===== src/hw/aotbc_params.svh =====
// constants for the adaptive on-time buck control sequencer
`ifndef AOTBC_PARAMS_SVH
`define AOTBC_PARAMS_SVH
`define AOTBC_CLK_MHZ 125
`define AOTBC_TOFF_MIN_NS 360
`define AOTBC_TON_MIN_NS 60
`define AOTBC_BLANK_NS 150
`define AOTBC_DEAD_NS 30
`define AOTBC_SS_TIME_US 6000
`define AOTBC_STEP_UV 9700
`define AOTBC_VREF_UV 800000
`define AOTBC_FSW_KHZ 200
// least times round up, to whole cycles
`define AOTBC_CYC_UP(ns) ((((ns) * `AOTBC_CLK_MHZ) + 999) / 1000)
`define AOTBC_TOFF_MIN_CYC `AOTBC_CYC_UP(`AOTBC_TOFF_MIN_NS)
`define AOTBC_TON_MIN_CYC `AOTBC_CYC_UP(`AOTBC_TON_MIN_NS)
`define AOTBC_BLANK_CYC `AOTBC_CYC_UP(`AOTBC_BLANK_NS)
`define AOTBC_DEAD_CYC `AOTBC_CYC_UP(`AOTBC_DEAD_NS)
`define AOTBC_SS_STEPS ((`AOTBC_VREF_UV + `AOTBC_STEP_UV - 1) / `AOTBC_STEP_UV)
`define AOTBC_SS_STEP_CYC ((`AOTBC_SS_TIME_US * `AOTBC_CLK_MHZ) / `AOTBC_SS_STEPS)
`endif


===== src/hw/aotbc_pkg.sv =====
// types of the adaptive on-time buck control sequencer
package aotbc_pkg;
  typedef enum logic [5:0] {
    AOTBC_ST_IDLE = 6'h01,
    AOTBC_ST_DEAD_H = 6'h02,
    AOTBC_ST_ON = 6'h04,
    AOTBC_ST_DEAD_L = 6'h08,
    AOTBC_ST_OFF = 6'h10,
    AOTBC_ST_FAULT = 6'h20
  } aotbc_state_t;
endpackage : aotbc_pkg


===== src/hw/aotbc_soft_start.sv =====
// soft-start reference staircase generator
`timescale 1ns/1ns
`include "aotbc_params.svh"
module aotbc_soft_start #(
  parameter int STEP_CYC = `AOTBC_SS_STEP_CYC,
  parameter int STEPS = `AOTBC_SS_STEPS,
  parameter int CODE_W = 7
) (
  // clock and reset
  input wire logic clk_i,
  input wire logic rst_n_i,
  // control
  input wire logic run_i,
  input wire logic restart_i,
  // reference
  output logic [CODE_W-1:0] ref_code_o,
  output logic done_o
);
  localparam int DIV_W = $clog2(STEP_CYC + 1);
  logic [DIV_W-1:0] div_r, div_nxt;
  logic [CODE_W-1:0] code_r, code_nxt;
  logic done_r, done_nxt;

  always_comb begin
    div_nxt = div_r;
    code_nxt = code_r;
    done_nxt = done_r;
    if (!run_i || restart_i) begin
      div_nxt = '0;
      code_nxt = '0;
      done_nxt = 1'b0;
    end else if (!done_r) begin
      if (div_r == DIV_W'(STEP_CYC - 1)) begin
        div_nxt = '0;
        code_nxt = code_r + CODE_W'(1);
        if (code_r == CODE_W'(STEPS - 1)) begin
          done_nxt = 1'b1;
        end
      end else begin
        div_nxt = div_r + DIV_W'(1);
      end
    end
  end

  always_ff @(posedge clk_i) begin
    if (!rst_n_i) begin
      div_r <= '0;
      code_r <= '0;
      done_r <= 1'b0;
    end else begin
      div_r <= div_nxt;
      code_r <= code_nxt;
      done_r <= done_nxt;
    end
  end

  assign ref_code_o = code_r;
  assign done_o = done_r;
endmodule : aotbc_soft_start


===== src/hw/aotbc_ctrl.sv =====
// adaptive on-time buck control sequencer
`timescale 1ns/1ns
`include "aotbc_params.svh"
module aotbc_ctrl #(
  parameter int TON_W = 16,
  parameter int CODE_W = 7,
  parameter int SS_STEP_CYC = `AOTBC_SS_STEP_CYC
) (
  // clock and reset
  input wire logic clk_i,
  input wire logic rst_n_i,
  // control pins
  input wire logic enable_i,
  // analog comparators, asynchronous
  input wire logic feedback_low_i,
  input wire logic overcurrent_i,
  // on-time estimate in clock cycles, from estimator
  input wire logic [TON_W-1:0] ton_est_i,
  // gate drive
  output logic high_drive_o,
  output logic low_drive_o,
  // reference dac and foldback threshold code
  output logic [CODE_W-1:0] ref_code_o,
  output logic [CODE_W-1:0] overcurrent_threshold_o,
  output logic soft_start_done_o
);
  localparam int TOFF_CYC = `AOTBC_TOFF_MIN_CYC;
  localparam int TON_CYC = `AOTBC_TON_MIN_CYC;
  localparam int BLANK_CYC = `AOTBC_BLANK_CYC;
  localparam int DEAD_CYC = `AOTBC_DEAD_CYC;
  localparam int CNT_W = TON_W;

  // ------------------------------------------------------------
  // input synchronisers
  // ------------------------------------------------------------
  logic [1:0] en_s_r, en_s_nxt;
  logic [1:0] fb_s_r, fb_s_nxt;
  logic [1:0] oc_s_r, oc_s_nxt;
  logic en_ok, fb_low, oc_hit;

  always_comb begin
    en_s_nxt = {en_s_r[0], enable_i};
    fb_s_nxt = {fb_s_r[0], feedback_low_i};
    oc_s_nxt = {oc_s_r[0], overcurrent_i};
  end

  always_ff @(posedge clk_i) begin
    if (!rst_n_i) begin
      en_s_r <= '0;
      fb_s_r <= '0;
      oc_s_r <= '0;
    end else begin
      en_s_r <= en_s_nxt;
      fb_s_r <= fb_s_nxt;
      oc_s_r <= oc_s_nxt;
    end
  end

  assign en_ok = en_s_r[1];
  assign fb_low = fb_s_r[1];
  assign oc_hit = oc_s_r[1];

  // ------------------------------------------------------------
  // soft-start
  // ------------------------------------------------------------
  logic restart_r, restart_nxt;
  logic [CODE_W-1:0] ss_code;
  logic ss_done;

  aotbc_soft_start #(
    .STEP_CYC(SS_STEP_CYC),
    .STEPS(`AOTBC_SS_STEPS),
    .CODE_W(CODE_W)
  ) u_soft_start (
    .clk_i(clk_i),
    .rst_n_i(rst_n_i),
    .run_i(en_ok),
    .restart_i(restart_r),
    .ref_code_o(ss_code),
    .done_o(ss_done)
  );

  // ------------------------------------------------------------
  // switching sequencer
  // ------------------------------------------------------------
  aotbc_pkg::aotbc_state_t state_r, state_nxt;
  logic [CNT_W-1:0] cnt_r, cnt_nxt;
  logic [CNT_W-1:0] ton_len;
  logic hi_r, hi_nxt;
  logic lo_r, lo_nxt;
  logic [CODE_W-1:0] ref_r, ref_nxt;
  logic [CODE_W-1:0] thr_r, thr_nxt;
  logic done_r, done_nxt;

  // floor on estimator value
  assign ton_len = (ton_est_i < CNT_W'(TON_CYC)) ? CNT_W'(TON_CYC) : ton_est_i;

  always_comb begin
    state_nxt = state_r;
    cnt_nxt = cnt_r;
    hi_nxt = 1'b0;
    lo_nxt = 1'b0;
    restart_nxt = 1'b0;
    ref_nxt = ss_code;
    done_nxt = ss_done;
    // threshold folds with reference and feedback state
    thr_nxt = fb_low ? (ss_code >> 1) + (ss_code >> 2) : ss_code;
    if (!en_ok) begin
      state_nxt = aotbc_pkg::AOTBC_ST_IDLE;
      cnt_nxt = '0;
    end else begin
      unique case (state_r)
        aotbc_pkg::AOTBC_ST_IDLE: begin
          if (fb_low && ss_code != '0) begin
            state_nxt = aotbc_pkg::AOTBC_ST_DEAD_H;
            cnt_nxt = '0;
          end
        end
        aotbc_pkg::AOTBC_ST_DEAD_H: begin
          if (cnt_r == CNT_W'(DEAD_CYC - 1)) begin
            state_nxt = aotbc_pkg::AOTBC_ST_ON;
            cnt_nxt = '0;
            hi_nxt = 1'b1;
          end else begin
            cnt_nxt = cnt_r + CNT_W'(1);
          end
        end
        aotbc_pkg::AOTBC_ST_ON: begin
          if (cnt_r >= ton_len - CNT_W'(1)) begin
            state_nxt = aotbc_pkg::AOTBC_ST_DEAD_L;
            cnt_nxt = '0;
          end else begin
            cnt_nxt = cnt_r + CNT_W'(1);
            hi_nxt = 1'b1;
          end
        end
        aotbc_pkg::AOTBC_ST_DEAD_L: begin
          if (cnt_r == CNT_W'(DEAD_CYC - 1)) begin
            state_nxt = aotbc_pkg::AOTBC_ST_OFF;
            cnt_nxt = '0;
            lo_nxt = 1'b1;
          end else begin
            cnt_nxt = cnt_r + CNT_W'(1);
          end
        end
        aotbc_pkg::AOTBC_ST_OFF: begin
          if (cnt_r >= CNT_W'(BLANK_CYC) && oc_hit) begin
            state_nxt = aotbc_pkg::AOTBC_ST_FAULT;
            restart_nxt = 1'b1;
            cnt_nxt = '0;
          end else if (cnt_r >= CNT_W'(TOFF_CYC - 1) && fb_low) begin
            state_nxt = aotbc_pkg::AOTBC_ST_DEAD_H;
            cnt_nxt = '0;
          end else begin
            lo_nxt = 1'b1;
            if (cnt_r != {CNT_W{1'b1}}) begin
              cnt_nxt = cnt_r + CNT_W'(1);
            end
          end
        end
        aotbc_pkg::AOTBC_ST_FAULT: begin
          state_nxt = aotbc_pkg::AOTBC_ST_IDLE;
        end
      endcase
    end
  end

  always_ff @(posedge clk_i) begin
    if (!rst_n_i) begin
      state_r <= aotbc_pkg::AOTBC_ST_IDLE;
      cnt_r <= '0;
      hi_r <= 1'b0;
      lo_r <= 1'b0;
      restart_r <= 1'b0;
      ref_r <= '0;
      thr_r <= '0;
      done_r <= 1'b0;
    end else begin
      state_r <= state_nxt;
      cnt_r <= cnt_nxt;
      hi_r <= hi_nxt;
      lo_r <= lo_nxt;
      restart_r <= restart_nxt;
      ref_r <= ref_nxt;
      thr_r <= thr_nxt;
      done_r <= done_nxt;
    end
  end

  assign high_drive_o = hi_r;
  assign low_drive_o = lo_r;
  assign ref_code_o = ref_r;
  assign overcurrent_threshold_o = thr_r;
  assign soft_start_done_o = done_r;

  // ------------------------------------------------------------
  // check helpers: run length of each drive
  // ------------------------------------------------------------
  logic [CNT_W-1:0] on_run_r, on_run_nxt;
  logic [CNT_W-1:0] lo_run_r, lo_run_nxt;

  // counts saturate so a long off-time cannot wrap
  always_comb begin
    on_run_nxt = '0;
    lo_run_nxt = '0;
    if (hi_r) begin
      on_run_nxt = on_run_r;
      if (on_run_r != {CNT_W{1'b1}}) begin
        on_run_nxt = on_run_r + CNT_W'(1);
      end
    end
    if (lo_r) begin
      lo_run_nxt = lo_run_r;
      if (lo_run_r != {CNT_W{1'b1}}) begin
        lo_run_nxt = lo_run_r + CNT_W'(1);
      end
    end
  end

  always_ff @(posedge clk_i) begin
    if (!rst_n_i) begin
      on_run_r <= '0;
      lo_run_r <= '0;
    end else begin
      on_run_r <= on_run_nxt;
      lo_run_r <= lo_run_nxt;
    end
  end
endmodule : aotbc_ctrl


===== config.mk =====
export PLATFORM = sky130hd
export DESIGN_NAME = aotbc_ctrl
export DESIGN_NICKNAME = d
export VERILOG_FILES = /design/src/hw/aotbc_pkg.sv /design/src/hw/aotbc_soft_start.sv /design/src/hw/aotbc_ctrl.sv
export VERILOG_INCLUDE_DIRS = /design/src /design/src/hw
export SDC_FILE = /design/constraint.sdc
export NUM_CORES = 1
export LEC_CHECK = 0
export BUFFER_PORTS_ARGS = -buffer_cell sky130_fd_sc_hd__buf_4
export CAP_MARGIN = 5
export CORE_MARGIN = 2
export CORE_UTILIZATION = 37
export DETAILED_ROUTE_END_ITERATION = 16
export RECOVER_POWER = 100
export SLEW_MARGIN = 20
export SYNTH_ARGS = -nofsm -noshare
export SYNTH_HDL_FRONTEND = slang
export SYNTH_SLANG_ARGS = --single-unit

===== constraint.sdc =====
create_clock -name clk_i -period 7.55 [get_ports clk_i]
set_clock_uncertainty 0.05 [all_clocks]
set_input_delay 1.1325 -clock clk_i [delete_from_list [all_inputs] [get_ports clk_i]]
set_output_delay 1.1325 -clock clk_i [all_outputs]
set_load 0.05 [all_outputs]

==> results of run 1 <==
[flip-flops by register name, indices dropped and copies added, names as in the netlist]
name / flops
en_s_r: 2
oc_s_r: 2
cnt_r: 16
restart_r: 1
state_r: 6
overcurrent_threshold_o: 7
high_drive_o: 1
u_soft_start.ref_code_o: 7
u_soft_start.div_r: 14
ref_code_o: 7
u_soft_start.done_o: 1
soft_start_done_o: 1
fb_s_r: 2
low_drive_o: 1
[final timing paths]
path	depth (start not counted)	slack, ns	endpoint	from
worst max-delay path	18	1.14	cnt_r[12]	ton_est_i[9]
worst min-delay path	1	0.38	fb_s_r[1]	fb_s_r[0]
worst max register to register	8	3.92	cnt_r[12]	cnt_r[15]
worst min register to register	1	0.38	fb_s_r[1]	fb_s_r[0]
[worst max-delay path: stages]
cell and delay, ns:
clkbuf_1 0.09, or3_1 0.43, nor4_1 0.48, nand3_1 0.24, nand2_1 0.15, ha_1 0.21
nand3b_1 0.10, or3_1 0.39, nor4_1 0.25, xnor2_1 0.16, ha_1 0.26, nand4_1 0.14
or3_1 0.13, a221oi_1 0.04, or4b_2 0.81, nand3_1 0.63, nand3_1 0.45, o311ai_0 0.47
[cell usage in the layout (no fill, tap or decap), drive strengths merged, types with 2 or more instances in the layout]
| master | n |
|---|---|
| dfxtp | 68 |
| nand2 | 49 |
| nor2 | 47 |
| ha | 33 |
| clkbuf | 29 |
| nand3 | 25 |
| xnor2 | 24 |
| inv | 20 |
| nor3 | 19 |
| nand4 | 19 |
| and2 | 18 |
| a21oi | 17 |
| buf | 17 |
| xor2 | 15 |
| o21ai | 12 |
| o311ai | 9 |
| nor4 | 7 |
| or3 | 6 |
| nand2b | 6 |
| or2 | 6 |
| nor2b | 5 |
| mux2i | 4 |
| a21o | 4 |
| nand4b | 4 |
| a311oi | 3 |
| nor4b | 3 |
| a211oi | 3 |
| a31oi | 3 |
| or4 | 3 |
| clkinv | 3 |
| o2bb2ai | 2 |
| o21a | 2 |
| o211a | 2 |
| or4b | 2 |
[report_power, final]
| part | leakage, nW | internal, W | total [W] | switching [W] |
|---|---|---|---|---|
| clock network | 0.100 | 0.000154 | 0.000300 | 0.000146 |
| registers | 0.549 | 0.000360 | 0.000362 | 0.00000174 |
| logic | 0.943 | 0.0000143 | 0.0000317 | 0.0000174 |
| total | 1.59 | 0.000529 | 0.000693 | 0.000165 |
[cell type report]
class,instances,area share
Clock inverter,7,0.0165
Sequential cell,68,0.304
Multi-Input combinational cell,367,0.553
Tap cell,140,0.0391
Inverter,18,0.0151
Timing Repair Buffer,37,0.0452
Clock buffer,9,0.0276
[logic make-up after synthesis]
kind of cell	synth area share
xor+xnor	0.0850
flops	0.339
buf+inv	0.0383
fa+ha+maj	0.108
simple gates	0.303
compound gates	0.115
mux	0.0128
[per-stage QoR]
step / hold slack (ns) / util
after floorplan: 0.362 / -
after detailed placement: 0.367 / 0.410
after global placement: 0.369 / 0.410
after CTS: 0.385 / 0.428
final: 0.383 / 0.419
after global routing: 0.407 / 0.419
[metal layers]
| layer | global-route usage | share of wire | vias to the layer above |
|---|---|---|---|
| li1 | - | - | 1732 |
| met3 | 0.0404 | 0.045 | 23 |
| met5 | 0 | 0 | - |
| met4 | 0.0641 | 0.028 | 0 |
| met1 | 0.203 | 0.46 | 1546 |
| met2 | 0.254 | 0.46 | 67 |
==> results.yml, run 1 <==
run_status:
  outcome: "completed"
logic_synthesis:
  netlist_top_cells_area: "dfxtp_1 (34%), ha_1 (10%), xnor2_1 (5.2%), nand2_1 (4.5%), nor2_1 (4.3%)"
  syn_avg_cell_area_um2: 8.51
  synth.top_cell.area_share: 0.339
  synth.ff_latch_count: 68
  synth_common_cells: "dfxtp_1 (68), nand2_1 (48), nor2_1 (46), ha_1 (33), xnor2_1 (24)"
  syn_area_um2: 4020
  yosysWarnings: 0
  yosysUniqueCellTypes: 62
  ys_seq_area_frac: 0.339
  synth_most_common_cell: "dfxtp_1"
  yosys.area.top_type: "dfxtp_1"
  syn_inst: 472
  async_flop_share: 0
  syn_nets: 527
  synthFlopType: "dfxtp_1"
  synth-edff-count: 0
die:
  initial_core_util: 0.376
  chipHeight_um: 108
  io_pins: 38
  die-area_um2: 11700
  fp.coreArea_um2: 10700
  chipWidth_um: 108
  row_count: 38
drt:
  viasPerCell: 5.21
  routed_wl_um: 8590
  ant_nets: 0
  vias: 3368
  first_iter_violations: 169
  drt_pass1_iterations: 4
  wl_per_cell_um: 13.3
  post-route-drc-count: 0
timing:
  min_period_ns: 6.41
  fin_crit_sh: 0.849
  setup_viol: 0
  fin_tns_setup_ns: 0
  drv_slew: 0
  tightestPinTransition_ns: 0.770
  slew_headroom: 0.486
  rsz0062_at_grt: "false"
  fmax_ghz: 0.156
  worst_slack_ns: 1.14
  hold_viol: 0
layout:
  regArea_um2: 1360
  multi_input_area_um2: 2480
  stdcell_count: 646
  fillers: 1088
  area_delta_synth_final_pct: 11.6
  diodes: 0
  nets: 556
  fin_area_um2: 4480
  drive_gt1_frac: 0.0988
setup_path:
  start_kind: "input pin"
  critPathKind: "input pin to flip-flop"
  worstSetupEndpointType: "flip-flop"
  crit_fanout: 19
  crit_required_ns: 7.73
  cp.arrival_ns: 6.59
clock_network:
  cts_resized: 0
  path_clk_slew_ns: 0.07
  cts_tree: "yes"
  cts_hold_buf: 0
  clockBufferDepth: 2
  cts.sinks: 68
  cts_buffers: 9
  cts-root-buf: "clkbuf_8"
  clk_latency_ns: 0.35
  htreeDepth: 3
  post_cts_buffers: 0
global_routing:
  grt_max_degree: 24
  grt-ovfl-total: 0
  grt_pass1_vias: 3179
  antenna_found_initial: 0
  grt_pass1_wl_um: 14900
  grtUsageTotal: 0.158
power_and_ir_drop:
  total_power_w: 0.000693
  ir_drop_mv: 0.136
  power_density_nw_per_um2: 155
  cellLeakagePower_nw: 1.59
placed_design:
  dp.cells: 630
  portBuffers: 37
  dpl.hpwl_um: 6440
  pre_cts_slack_ns: 1.50
  gp_congestion: 0.807
  placed_cell_area_um2: 4380
hold_path:
  hp-class: "flip-flop to flip-flop"
run:
  cap_violations: 0
(Power assumes the default switching activity.)
==> inputs of run 2 (changes only) <==
Clock period 7.55 ns to 6.5 ns, I/O delays scaled along.
==> results.yml, run 2 (synthesized netlist as in run 1, its figures left out) <==
power_and_ir_drop:
  power_density_nw_per_um2: 180
  p_seq_frac: 0.521
  combinationalPowerShare: 0.046
  p_sw_w: 0.000192
  cellLeakagePower_nw: 1.60
  sw_frac_of_total: 0.238
  clock_power_share: 0.432
  total_power_w: 0.000807
  ir_drop_mv: 0.142
  cellInternalPower_w: 0.000614
clock_network:
  clockBufferDepth: 2
  cts_tree: "yes"
  cts_buffers: 9
  cts_hold_buf: 0
  clk_latency_ns: 0.35
  htreeDepth: 3
  cts.sinks: 68
  path_clk_slew_ns: 0.08
  post_cts_buffers: 0
  cts_resized: 0
  cts-root-buf: "clkbuf_8"
global_routing:
  grt_util_met3: 0.0434
  use_met2: 0.261
  grt.busiest_layer: "met2"
  grtUsageTotal: 0.158
  grt-ovfl-total: 0
  antenna_found_initial: 0
  grt_max_degree: 24
  grt_use_met1: 0.201
  grt_pass1_wl_um: 14800
  grt_pass1_vias: 3158
timing:
  hold_viol: 0
  rsz0062_at_grt: "false"
  min_period_ns: 5.78
  fin_tns_setup_ns: 0
  fmax_ghz: 0.173
  fin_crit_sh: 0.889
  tightestPinTransition_ns: 0.776
  setup_viol: 0
  drv_slew: 0
  slew_headroom: 0.483
layout:
  reg_top3: "cnt_r (16), u_soft_start.div_r (14)"
  final_common_cell: "dfxtp_1"
  area_delta_synth_final_pct: 11.6
  largest_reg_flops: 16
  diodes: 0
  final_cell_mix: "dfxtp_1 (68), nand2_1 (48), nor2_1 (46)"
  nets: 556
  largest_register: "cnt_r"
  drive_gt1_frac: 0.0968
run:
  cap_violations: 0
drt:
  drt_pass1_iterations: 4
  routed_wl_um: 8620
  ant_nets: 0
  first_iter_violations: 155
  post-route-drc-count: 0
  viasPerCell: 5.24
  vias: 3386
  wl_per_cell_um: 13.3
die:
  die-area_um2: 11700
  initial_core_util: 0.376
  chipHeight_um: 108
  io_pins: 38
  fp.coreArea_um2: 10700
  row_count: 38
  chipWidth_um: 108
setup_path:
  start_kind: "input pin"
  critPathKind: "input pin to flip-flop"
  cp-startpoint: "ton_est_i[9]"
  worstSetupEndpointType: "flip-flop"
  crit_required_ns: 6.67
  r2r_start: "cnt_r[10]"
  cp.arrival_ns: 5.95
  r2r_end: "cnt_r[4]"
  r2r_slack_ns: 3.22
  r2r_cells: 7
  endpoint: "cnt_r[4]"
  crit_fanout: 19
placed_design:
  gp_congestion: 0.807
  dpl.hpwl_um: 6480
  portBuffers: 37
hold_path:
  hp-class: "flip-flop to flip-flop"
run_status:
  outcome: "completed"
[run 2: cell count changes in the layout (fill, tap and decap cells not counted), sizes merged]
cell      delta
buf          +1
clkinvlp     +1
clkbuf       -1
inv          -1
[run 2: critical path: stages]
cell      delay [ns]
clkbuf_1        0.09
or3_1           0.44
nor4_1          0.49
nand3_1         0.23
nand2_1         0.15
ha_1            0.21
nand3b_1        0.10
or3_1           0.39
nor4_1          0.25
xnor2_1         0.17
ha_1            0.26
nand4_1         0.14
or3_1           0.14
a221oi_1        0.05
or4b_2          0.82
nand3_4         0.27
nand3_1         0.33
o311ai_0        0.43
[run 2: worst min path at each step]
stage          startpoint   endpoint  slack, ns  cells after the start
2_1_floorplan   en_s_r[0]  en_s_r[1]       0.36                      1
3_3_place_gp    fb_s_r[0]  fb_s_r[1]       0.37                      1
3_5_place_dp    en_s_r[0]  en_s_r[1]       0.37                      1
4_1_cts         en_s_r[0]  en_s_r[1]       0.39                      1
5_1_grt         en_s_r[0]  en_s_r[1]       0.41                      1
6_report        en_s_r[0]  en_s_r[1]       0.38                      1
[run 2: metal layers]
layer,up-vias,wire (µm)
met1,1582,4010
met2,60,4140
met3,10,331
met5,-,0
li1,1734,-
met4,0,138
[run 2: layout make-up]
cell class / instances / area [µm²]
inverter: 18 / 67.6
sequential: 68 / 1360
tap: 140 / 175
multi-input combinational: 367 / 2470
clock inverter: 7 / 76.3
fill: 1109 / 6210
clock buffer: 9 / 124
timing repair buffer: 37 / 206
[run 2: through the flow]
step	cell area, µm²	util	instances	setup slack, ns	hold WS, ns
2_1_floorplan	4020	-	472	1.39	0.362
3_3_place_gp	4380	0.410	630	0.797	0.369
3_5_place_dp	4380	0.410	630	0.667	0.372
4_1_cts	4580	0.429	646	1.01	0.385
5_1_grt	4480	0.419	646	0.331	0.409
6_report	4480	0.419	646	0.721	0.385
[run 2: power groups by stage]
stage	combinational, W	clock [W]	sequential [W]
after CTS	0.0000390	0.000359	0.000421
after floorplan	0.0000203	0	0.000431
final	0.0000374	0.000349	0.000421
after global placement	0.0000380	0	0.000430
after global routing	0.0000421	0.000379	0.000421
after detailed placement	0.0000387	0	0.000430
